[src/hw/adc_consts.svh]
`ifndef ADC_CONSTS_SVH
`define ADC_CONSTS_SVH
`define OFF_CTRL      8'h00
`define OFF_RANGE     8'h04
`define OFF_PRESC     8'h08
`define OFF_SAMPLE    8'h0c
`define OFF_DATA      8'h10
`define OFF_PINSEL    8'h14
`define OFF_IRQ_STAT  8'h18
`define OFF_IRQ_MASK  8'h1c
`define OFF_IRQ_PRIO  8'h20
`define OFF_IRQ_ROUTE 8'h24
`define OFF_VEC_BASE  8'h28
`define BIT_EN        0
`define BIT_RUN       1
`define BIT_OWE       2
`define BIT_MODE      3
`define LSB_TRIG      4
`define LSB_CH_END    4
`define BIT_PIN_VALUE 8
`define LSB_DATA_CH   12
`define RST_SAMPLE    8'h09
`define RST_DIV       3'h0
`define RST_PRIO      3'h0
`define RST_VEC_BASE  32'h0000_0000
`define VEC_OFFSET    32'h0000_0100
`define SAR_TOP_BIT   4'h9
`define SAR_MID       10'h200
`endif

[src/hw/adc_pkg.sv]
`default_nettype none
package adc_pkg;
   typedef enum logic [1:0] {
      TRIG_EXT   = 2'b00,
      TRIG_TMR8  = 2'b01,
      TRIG_TMR16 = 2'b10,
      TRIG_SOFT  = 2'b11
   } trig_type;
   typedef enum logic {SEQ_IDLE = 1'b0, SEQ_BUSY = 1'b1} seq_type;
   typedef enum logic [1:0] {
      SAR_IDLE    = 2'b00,
      SAR_SAMPLE  = 2'b01,
      SAR_CONVERT = 2'b10
   } sar_state_type;
   typedef struct packed {
      logic       start;
      logic [2:0] ch;
      logic [7:0] samp;
   } sar_req_type;
   typedef struct packed {
      logic       done;
      logic [2:0] ch;
      logic [9:0] value;
   } sar_res_type;
   typedef struct packed {
      logic [7:0] cnt;
      logic       tick;
   } presc_state_type;
   typedef struct packed {
      sar_state_type st;
      logic [7:0]    cnt;
      logic [3:0]    bitpos;
      logic [9:0]    acc;
      logic          sample;
      sar_res_type   res;
   } sar_reg_type;
   typedef struct packed {
      logic en, run, overwrite_error_flag, cont;
      trig_type trig;
      logic [2:0] ch_start, ch_end, div_sel, cur_ch, res_ch, prio, trig_prev;
      logic [7:0] samp, addr;
      logic [9:0] result;
      logic unread, ana_sel, route, start, wr_pend, rd_pend, ready, resp, irq, dma_req;
      logic [1:0] factor, enable;
      logic [31:0] vec_base, vec_out, rdata;
      seq_type seq;
   } top_state_type;
endpackage
`default_nettype wire

[src/hw/adc_prescaler.sv]
`timescale 1ns/1ns
`default_nettype none
`include "adc_consts.svh"
module adc_prescaler
   import adc_pkg::*;
(
   input  wire logic       clk,
   input  wire logic       rst_n,
   input  wire logic       run,
   input  wire logic [2:0] sel,
   output logic            tick
);
   presc_state_type s, n;
   logic [8:0]      last;

   // Ratio 2^(sel+1): sel 0 gives /2, sel 7 gives /256
   assign last = 9'(9'h002 << sel) - 9'h001;

   always_comb begin
      n = s;
      n.tick = 1'b0;
      if (!run) begin
         n.cnt = 8'h00;
      end else if (s.cnt == last[7:0]) begin
         n.cnt = 8'h00;
         n.tick = 1'b1;
      end else begin
         n.cnt = s.cnt + 8'h01;
      end
   end

   always_ff @(posedge clk or negedge rst_n) begin
      if (!rst_n) s <= '0;
      else s <= n;
   end
   assign tick = s.tick;
endmodule // adc_prescaler
`default_nettype wire

[src/hw/adc_sar_engine.sv]
`timescale 1ns/1ns
`default_nettype none
`include "adc_consts.svh"
module adc_sar_engine
   import adc_pkg::*;
(
   input  wire logic        clk,
   input  wire logic        rst_n,
   input  wire logic        tick,
   input  wire sar_req_type req,
   input  wire logic        cmp,
   output sar_res_type      res,
   output logic             sample,
   output logic [9:0]       dac
);
   sar_reg_type s, n;

   always_comb begin
      n = s;
      n.res.done = 1'b0;
      unique case (s.st)
         SAR_IDLE: if (req.start) begin
            n.st = SAR_SAMPLE;
            n.cnt = (req.samp == 8'h00) ? 8'h01 : req.samp;
            n.res.ch = req.ch;
            n.sample = 1'b1;
         end
         SAR_SAMPLE: if (tick) begin
            if (s.cnt == 8'h01) begin
               n.sample = 1'b0;
               n.st = SAR_CONVERT;
               n.bitpos = `SAR_TOP_BIT;
               n.acc = `SAR_MID;
            end else n.cnt = s.cnt - 8'h01;
         end
         SAR_CONVERT: if (tick) begin
            n.acc[s.bitpos] = cmp;
            if (s.bitpos == 4'h0) begin
               n.st = SAR_IDLE;
               n.res.done = 1'b1;
               n.res.value = n.acc;
            end else begin
               n.bitpos = s.bitpos - 4'h1;
               n.acc[s.bitpos - 4'h1] = 1'b1;
            end
         end
         default: n.st = SAR_IDLE;
      endcase
   end

   always_ff @(posedge clk or negedge rst_n) begin
      if (!rst_n) s <= '0;
      else s <= n;
   end
   assign res = s.res;
   assign sample = s.sample;
   assign dac = s.acc;
endmodule // adc_sar_engine
`default_nettype wire

[src/hw/adc_sequencer_control.sv]
`timescale 1ns/1ns
`default_nettype none
`include "adc_consts.svh"
module adc_sequencer_control
   import adc_pkg::*;
(
   input  wire logic        SYS_CLK,
   input  wire logic        RST_N,
   input  wire logic        HSEL,
   input  wire logic [31:0] HADDR,
   input  wire logic [1:0]  HTRANS,
   input  wire logic        HWRITE,
   input  wire logic [2:0]  HSIZE,
   input  wire logic [31:0] HWDATA,
   input  wire logic        HREADY,
   output logic             HREADYOUT,
   output logic [31:0]      HRDATA,
   output logic             HRESP,
   input  wire logic        SHARED_PIN_IN,
   output logic             ANA_CH0_EN,
   output logic [2:0]       ANA_CH_SEL,
   output logic             ANA_SAMPLE,
   output logic [9:0]       ANA_DAC,
   input  wire logic        ANA_CMP,
   input  wire logic        EXT_TRIG,
   input  wire logic        TMR8_TRIG,
   input  wire logic        TMR16_TRIG,
   output logic             IRQ,
   output logic [2:0]       IRQ_LEVEL,
   output logic [31:0]      IRQ_VECTOR,
   output logic             DMA_REQ
);
   top_state_type s, n;
   sar_req_type   req;
   sar_res_type   res;
   logic          tick;
   logic [2:0]    trig_now;
   logic          trig_edge;
   logic          data_read;

   ////////////////////////////////////////////////////////////////////////
   assign trig_now = {TMR16_TRIG, TMR8_TRIG, EXT_TRIG};
   // Hardware sources start on a rising edge only
   assign trig_edge = (s.trig != TRIG_SOFT) && trig_now[s.trig] && !s.trig_prev[s.trig];
   assign data_read = s.rd_pend && (s.addr == `OFF_DATA);

   assign req.start = s.start;
   assign req.ch = s.cur_ch;
   assign req.samp = s.samp;

   adc_prescaler u_presc (
      .clk   (SYS_CLK),
      .rst_n (RST_N),
      .run   (s.en),
      .sel   (s.div_sel),
      .tick  (tick)
   );

   adc_sar_engine u_sar (
      .clk    (SYS_CLK),
      .rst_n  (RST_N),
      .tick   (tick),
      .req    (req),
      .cmp    (ANA_CMP),
      .res    (res),
      .sample (ANA_SAMPLE),
      .dac    (ANA_DAC)
   );

   ////////////////////////////////////////////////////////////////////////
   always_comb begin
      n = s;
      n.start = 1'b0;
      n.dma_req = 1'b0;
      n.wr_pend = 1'b0;
      n.resp = 1'b0;
      n.trig_prev = trig_now;

      // Address phase; reads take one wait state so data is registered
      if (HSEL && HREADY && HTRANS[1]) begin
         n.addr = HADDR[7:0];
         n.wr_pend = HWRITE;
         n.rd_pend = !HWRITE;
         n.ready = HWRITE;
      end

      if (s.rd_pend) begin
         n.rd_pend = 1'b0;
         n.ready = 1'b1;
         n.rdata = 32'h0000_0000;
         case (s.addr)
            `OFF_CTRL: begin
               n.rdata[`BIT_EN] = s.en;
               n.rdata[`BIT_RUN] = s.run;
               n.rdata[`BIT_OWE] = s.overwrite_error_flag;
               n.rdata[`BIT_MODE] = s.cont;
               n.rdata[`LSB_TRIG +: 2] = s.trig;
            end
            `OFF_RANGE: begin
               n.rdata[2:0] = s.ch_start;
               n.rdata[`LSB_CH_END +: 3] = s.ch_end;
            end
            `OFF_PRESC: n.rdata[2:0] = s.div_sel;
            `OFF_SAMPLE: n.rdata[7:0] = s.samp;
            `OFF_DATA: begin
               n.rdata[9:0] = s.result;
               n.rdata[`LSB_DATA_CH +: 3] = s.res_ch;
               n.unread = 1'b0;
            end
            `OFF_PINSEL: begin
               n.rdata[0] = s.ana_sel;
               // Digital value reads zero once the pin is analog
               n.rdata[`BIT_PIN_VALUE] = SHARED_PIN_IN && !s.ana_sel;
            end
            `OFF_IRQ_STAT: n.rdata[1:0] = s.factor;
            `OFF_IRQ_MASK: n.rdata[1:0] = s.enable;
            `OFF_IRQ_PRIO: n.rdata[2:0] = s.prio;
            `OFF_IRQ_ROUTE: n.rdata[0] = s.route;
            `OFF_VEC_BASE: n.rdata = s.vec_base;
            default: n.rdata = 32'h0000_0000;
         endcase
      end

      // Data phase of a write
      if (s.wr_pend) begin
         case (s.addr)
            `OFF_CTRL: begin
               n.en = HWDATA[`BIT_EN];
               n.run = HWDATA[`BIT_RUN];
               n.cont = HWDATA[`BIT_MODE];
               n.trig = trig_type'(HWDATA[`LSB_TRIG +: 2]);
               // Writing zero clears the error; read-modify-write keeps it
               if (!HWDATA[`BIT_OWE]) n.overwrite_error_flag = 1'b0;
            end
            `OFF_RANGE: begin
               n.ch_start = HWDATA[2:0];
               n.ch_end = HWDATA[`LSB_CH_END +: 3];
            end
            `OFF_PRESC: n.div_sel = HWDATA[2:0];
            `OFF_SAMPLE: n.samp = HWDATA[7:0];
            `OFF_PINSEL: n.ana_sel = HWDATA[0];
            `OFF_IRQ_STAT: n.factor = s.factor & ~HWDATA[1:0];
            `OFF_IRQ_MASK: n.enable = HWDATA[1:0];
            `OFF_IRQ_PRIO: n.prio = HWDATA[2:0];
            `OFF_IRQ_ROUTE: n.route = HWDATA[0];
            `OFF_VEC_BASE: n.vec_base = HWDATA;
            default: n.addr = s.addr;
         endcase
      end

      // Sequencer; its flag sets come last so they win over clears
      unique case (s.seq)
         SEQ_IDLE: begin
            if (s.en && s.run && (s.trig == TRIG_SOFT || trig_edge)) begin
               n.cur_ch = s.ch_start;
               n.start = 1'b1;
               n.seq = SEQ_BUSY;
            end
         end
         SEQ_BUSY: begin
            if (!s.en) begin
               n.seq = SEQ_IDLE;
            end else if (res.done) begin
               n.result = res.value;
               n.res_ch = res.ch;
               n.unread = 1'b1;
               n.factor[0] = 1'b1;
               // A read in this very cycle took the old result
               if (s.unread && !data_read) begin
                  n.overwrite_error_flag = 1'b1;
                  n.factor[1] = 1'b1;
               end
               n.dma_req = s.route;
               if (s.cur_ch != s.ch_end) begin
                  n.cur_ch = s.cur_ch + 3'h1;
                  n.start = 1'b1;
               end else if (s.cont && s.run) begin
                  n.cur_ch = s.ch_start;
                  n.start = 1'b1;
               end else begin
                  n.seq = SEQ_IDLE;
                  // Software start is one-shot; hardware sources stay armed
                  if (s.trig == TRIG_SOFT) n.run = 1'b0;
               end
            end
         end
      endcase

      // Routed to DMA the event raises no CPU interrupt
      n.irq = (|(n.factor & n.enable)) && !n.route;
      n.vec_out = s.vec_base + `VEC_OFFSET;
   end

   ////////////////////////////////////////////////////////////////////////
   always_ff @(posedge SYS_CLK or negedge RST_N) begin
      if (!RST_N) begin
         s <= '0;
         s.ready <= 1'b1;
         s.samp <= `RST_SAMPLE;
         s.div_sel <= `RST_DIV;
         s.prio <= `RST_PRIO;
         s.vec_base <= `RST_VEC_BASE;
         s.vec_out <= `RST_VEC_BASE + `VEC_OFFSET;
         s.trig <= TRIG_EXT;
         s.seq <= SEQ_IDLE;
      end else begin
         s <= n;
      end
   end

   assign HREADYOUT = s.ready;
   assign HRDATA = s.rdata;
   assign HRESP = s.resp;
   assign ANA_CH0_EN = s.ana_sel;
   assign ANA_CH_SEL = s.cur_ch;
   assign IRQ = s.irq;
   assign IRQ_LEVEL = s.prio;
   assign IRQ_VECTOR = s.vec_out;
   assign DMA_REQ = s.dma_req;
endmodule // adc_sequencer_control
`default_nettype wire

[config.mk]
export PLATFORM = sky130hd
export DESIGN_NAME = adc_sequencer_control
export DESIGN_NICKNAME = d
export VERILOG_FILES = /design/src/hw/adc_pkg.sv /design/src/hw/adc_prescaler.sv /design/src/hw/adc_sar_engine.sv /design/src/hw/adc_sequencer_control.sv
export VERILOG_INCLUDE_DIRS = /design/src /design/src/hw
export SDC_FILE = /design/constraint.sdc
export NUM_CORES = 1
export LEC_CHECK = 0
export BUFFER_PORTS_ARGS = -buffer_cell sky130_fd_sc_hd__buf_2
export CAP_MARGIN = 20
export CORE_UTILIZATION = 45
export DETAILED_ROUTE_END_ITERATION = 10
export GPL_TIMING_DRIVEN = 0
export HOLD_SLACK_MARGIN = 0.15
export MAX_ROUTING_LAYER = met4
export PLACE_DENSITY = 0.65
export SYNTH_ARGS = -nofsm -noshare
export SYNTH_HDL_FRONTEND = slang
export SYNTH_SLANG_ARGS = --single-unit
[constraint.sdc]
create_clock -name SYS_CLK -period 4.8 [get_ports SYS_CLK]
set_clock_uncertainty 0.05 [all_clocks]
set_input_delay 0.24 -clock SYS_CLK [delete_from_list [all_inputs] [get_ports SYS_CLK]]
set_output_delay 0.24 -clock SYS_CLK [all_outputs]
set_load 0.05 [all_outputs]
# == Word-level counts from Yosys, hierarchy flattened ==
# Index checks and enable logic that the tools add are counted.
# classes
add_sub_neg,6
order_cmp,5
eq_ne,29
n_shift,1
muxes,90
bitwise_logic,5
reduce_logical,44
# ops
operator,n
$mux W8,7
$mux W14,3
$mux W36,1
$add A32 B9 Y32 const B,1
$eq A8 B5 Y1 const B,4
$mux W32,1
$mux W1,30
$pmux W14 S2,1
$mux W25,1
$eq A8 B6 Y1 const B,3
$mux W3,8
$mux W2,10
$mux W6,3
$mux W17,1
$eq A8 B4 Y1 const B,2
$logic_not A8 Y1,2
$ne A2 B2 Y1 const B,8
$pmux W8 S2,1
$reduce_and A2 Y1,8
$reduce_and A4 Y1,4
$sub A8 B1 Y8 const B,2
$mux W15,1
$logic_and A1 B1 Y1,13
$pmux W3 S2,2
other kinds (41),63
# word_totals
register_bits,211
in_bits,79
out_inout_bits,86
elab_cells,220

# == Longest topological paths before layout ==
# logic_depth
depth_word,11
ltp_mapped,8
depth_no_buf,7

# == Hierarchy ==
# A second synthesis with hierarchy kept.
# unflattened
cells_unflattened,962
area_unflattened_um2,10729.0
# modules_own_cells
mod,instances,cells_each,area_per_inst_um2,seq_area_each_um2
adc_sequencer_control,1,659,7787.5,4083.9
adc_sar_engine,1,237,2275.9,975.9
adc_prescaler,1,66,665.6,225.2

# == Least setup slack after synthesis ==
# No wires, ideal clock.
# synth_timing
path_kind,reg2reg
start,register u_sar.s[30] in the netlist's numbering
end,register u_sar.s[36] in the netlist's numbering
setup_ps,83
arrival_time_ps,1682
t_required_ps,4667
setup_slack_ps,2985
path_stages_with_launch,9
path_buffers,1
period_less_slack_ps,1815
path_cell_list,dfrtp_1 inv_1 ha_1 nor4b_1 nand2_1 a31oi_2 buf_4 o21ai_0 o21ai_0
# synth_between
elab_chain_cells,4
word_cells_on_any_way,7
cone_classes,1 x add/sub; 2 x eq/ne; 3 x mux; 1 x reduce/logical
# synth_lines
item,line_no,source
from (decl),adc_sar_engine.sv:16,"sar_reg_type s, n;"
from (signal assigned),adc_sar_engine.sv:53,else s <= n;
$sub A8 B1 Y8,adc_sar_engine.sv:34,end else n.cnt = s.cnt - 8'h01;
$mux W8,adc_sar_engine.sv:29,if (s.cnt == 8'h01) begin
$mux W25,adc_sar_engine.sv:28,SAR_SAMPLE: if (tick) begin
$pmux W8 S2,adc_sar_engine.sv:21,unique case (s.st)
# Parallel ways exist; a longest one is shown, timed or not. The select of a mux whose other input is x is not followed.
# A chain may end at the register's enable or synchronous reset.

# == Worst setup path after layout ==
# layout_timing
start,register s[127] in the netlist's numbering
end,"register s, in the netlist HRDATA[22]"
# layout_between
elab_chain_cells,2
# layout_lines
item,line_no,source
from (decl),adc_sequencer_control.sv:33,"top_state_type s, n;"
from (signal assigned),adc_sequencer_control.sv:207,s <= n;
$eq A8 B6 Y1,adc_sequencer_control.sv:91,case (s.addr)
$mux W17,adc_sequencer_control.sv:91,
# No other way between the ends.

==> results.txt <==
commonest register cell after synthesis = dfrtp_1
EDFF count, synth = 0
Slowest-stage cell, CP = nor4b_2
maximum vdd drop = 0.241 mV
register area = 5290 um^2
initial core utilization = 0.464
initial drt markers = 392
Lkg Pwr = 0.00585 uW
Routed WL = 24,500 um
first-pass GRT wire length = 39,700 um
Tightest Hold Check Type = in2reg
Slew Limit Fails = 0
Die Area = 23,400 um^2
critical-path cell list = clkbuf_2 > nor4b_2 > and2_1 > buf_2 > buf_2 > nand3_1 > o21ai_0
Int Pwr = 3250 uW
final hold vios = 0
Clock Pin Slew Worst Setup and Hold Paths = 0.06 ns
global route total overflow = 0
HPWL after DPL = 17,100 um
Crit path max-delay family = simple AND/OR/NAND/NOR gates
Area growth syn-to-layout = 22.1%
# IOs = 165
clock sinks = 211
post-CTS resize count = 0
total number of vias = 7,716
RSZ-0062 raised after global routing = no
Synth Warn # = 0
Sw Pwr = 1320 uW
initial antenna violation count = 0
die extent in y = 153 um
register area share after synthesis = 0.515
CP most frequent cell = buf_2
wire per inst = 16.9 um
Syn Inst Count = 950
Antenna Cells = 0
Setup Crit Path Kind = reg2reg
vias in the first global route = 7,339
post-CTS setup buffers = 0
status = completed
number of nets in the layout = 1,241
Post-synth ARST share = 1.00
core area = 22,100 um^2
CTS tree = yes
Crit path arrival time = 2.60 ns
Distinct cells, synth = 74
Syn Area/Cell = 10.8 um^2
critical path endpoint category = flip-flop
multi-input combinational cell area = 4000 um^2
sw frac = 0.289
PortBufs = 133
critical path launch point type = flip-flop
WP buf/inv = 3
Reg power frac = 0.445
DRT Pass-1 Iters = 8
critical path required time = 5.16 ns
drt drc = 0
Max Cap Viol = 0
Worst-Skew Late Latency = 0.50 ns
# rows = 54
Slew @ Worst Pin = 0.764 ns
FMAX = 446 MHz
setup violators final = 0
Final Util = 0.567
share of post-route cells with drive strength above 1 = 0.308
Clock power frac = 0.380
CTS Buf Count = 24
total power = 4570 uW
GPL Wtd Cong = 0.898
Power Density = 365 nW/um^2
GRT Resource Usage Total = 0.219
slowest stage delay, CP = 0.50 ns
largest net degree at the start of global routing = 112
Die X = 153 um
fillers = 1,935
cell area after synthesis = 10,300 um^2
H-tree Lvls = 1
Final Critical Period = 2.24 ns
post-route ant nets = 0
CTS Buffer Depth = 3
Max transition margin = 0.478
via/cell ratio = 5.31
syn nets = 1,034
crit-path max FO = 10
Combinational Power Share = 0.175
TNS Setup = 0 ns
crit share post-route = 0.467
CTS hold repair buffers = 47
root buf cell = clkbuf_16
register bit count reported by yosys = 211
==> Yosys cell counts (all sizes together), types with 3 or more instances <==
master	n	share of area
a32oi	5	0.0043
a221oi	3	0.0026
o21ai	58	0.028
nand2	84	0.031
mux2	78	0.097
a21oi	31	0.015
nor3b	5	0.0041
buf	99	0.071
and3	11	0.0067
a22oi	14	0.010
nor2b	8	0.0049
nand3	57	0.028
nor3	10	0.0054
xor2	15	0.013
clkbuf	28	0.011
xnor2	20	0.017
o31ai	7	0.0051
o22ai	4	0.0024
dfrtp	207	0.51
nor4	7	0.0063
a22o	5	0.0043
dfstp	4	0.010
nor2	59	0.022
inv	37	0.014
nand4	11	0.0079
and2	8	0.0049
nand2b	6	0.0037
and4	3	0.0026
nor4b	4	0.0070
a31oi	6	0.0043
mux2i	10	0.0098
a41oi	3	0.0026
ha	5	0.0061
a32o	3	0.0029
==> per-layer routing <==
layer | GRT usage | vias up | wire length [um]
li1 | - | 3666 | -
met2 | 0.344 | 227 | 11400
met4 | 0.0418 | 0 | 404
met1 | 0.302 | 3789 | 11500
met5 | - | - | 0
met3 | 0.0329 | 34 | 1230
==> per-stage QoR <==
stage | cell area (um^2) | std cells | setup WS [ns] | hold slack, ns
after floorplan | 10300 | 950 | 2.98 | -0.106
after global placement | 11300 | 1363 | -0.151 | 0.315
after detailed placement | 11300 | 1364 | 2.63 | 0.294
after CTS | 12500 | 1453 | 2.62 | 0.193
after global routing | 12500 | 1453 | 2.44 | 0.263
final | 12500 | 1453 | 2.56 | 0.195
==> worst paths after layout <==
| kind | startpoint | end | slack [ns] | depth (start not counted) |
|---|---|---|---|---|
| worst max-delay path | s[127] | HRDATA[22] | 2.56 | 7 |
| worst min-delay path | ANA_CMP | u_sar.res[6] | 0.19 | 3 |
| worst max register to register | s[127] | HRDATA[22] | 2.56 | 7 |
| worst min register to register | s[66] | IRQ_VECTOR[1] | 0.36 | 0 |
| max in group asynchronous | RST_N | u_sar.s[28] | 3.36 | 3 |
| min in group asynchronous | RST_N | IRQ_VECTOR[27] | 0.33 | 2 |
==> cell families (layout without fill, tap and decap cells) <==
group                    Yosys count  in the layout  synth area share
AND/OR/NAND/NOR                  279            279             0.139
flip-flops                       211            211             0.515
AO/OA/AOI/OAI                    166            166             0.106
buffers and inverters            164            387            0.0947
multiplexers                      89             89             0.109
XOR/XNOR                          35             35            0.0299
adder cells (fa/ha/maj)            5              5           0.00610
other                              1              1          0.000366
==> sequential cells by signal, summed over array words and instances, names as in the netlist <==
name          count
ANA_CH0_EN        1
DMA_REQ           1
IRQ_LEVEL         3
u_presc.tick      1
u_sar.res        14
u_sar.s          14
IRQ               1
u_sar.sample      1
HREADYOUT         1
req               9
ANA_CH_SEL        3
IRQ_VECTOR       32
u_presc.s         8
s                80
HRDATA           32
u_sar.dac        10
==> power by group through the flow <==
stage,Combinational [uW],Sequential (uW),Clock (uW)
2_1_floorplan,581,2010,0
3_3_place_gp,761,2060,0
3_5_place_dp,773,2060,0
4_1_cts,805,2030,1780
5_1_grt,869,2040,1850
6_report,801,2030,1730
==> cell type report <==
cell class,count,area share
sequential,211,0.422
multi-input combinational,575,0.319
timing repair buffer,181,0.0937
buffer,127,0.0665
clock buffer,38,0.0555
tap,280,0.0280
inverter,37,0.0111
clock inverter,4,0.00390
==> worst reg2reg max path, cell delays in order, from the launching register on <==
cell      delay [ns]
dfrtp_1         0.35
clkbuf_2        0.18
nor4b_2         0.50
and2_1          0.28
buf_2           0.26
buf_2           0.29
nand3_1         0.11
o21ai_0         0.12
==> cells in the final DEF, fill, tap and decap left out, drive strengths merged, types with 11 or more instances in the layout <==
cell type,instances
buf,233
dfrtp,207
nand2,84
mux2,78
clkbuf,66
nor2,59
o21ai,58
nand3,57
dlygate4sd3,47
inv,37
a21oi,31
xnor2,20
xor2,15
a22oi,14
and3,11
nand4,11
Note: power is estimated with default switching activity, not from simulation.
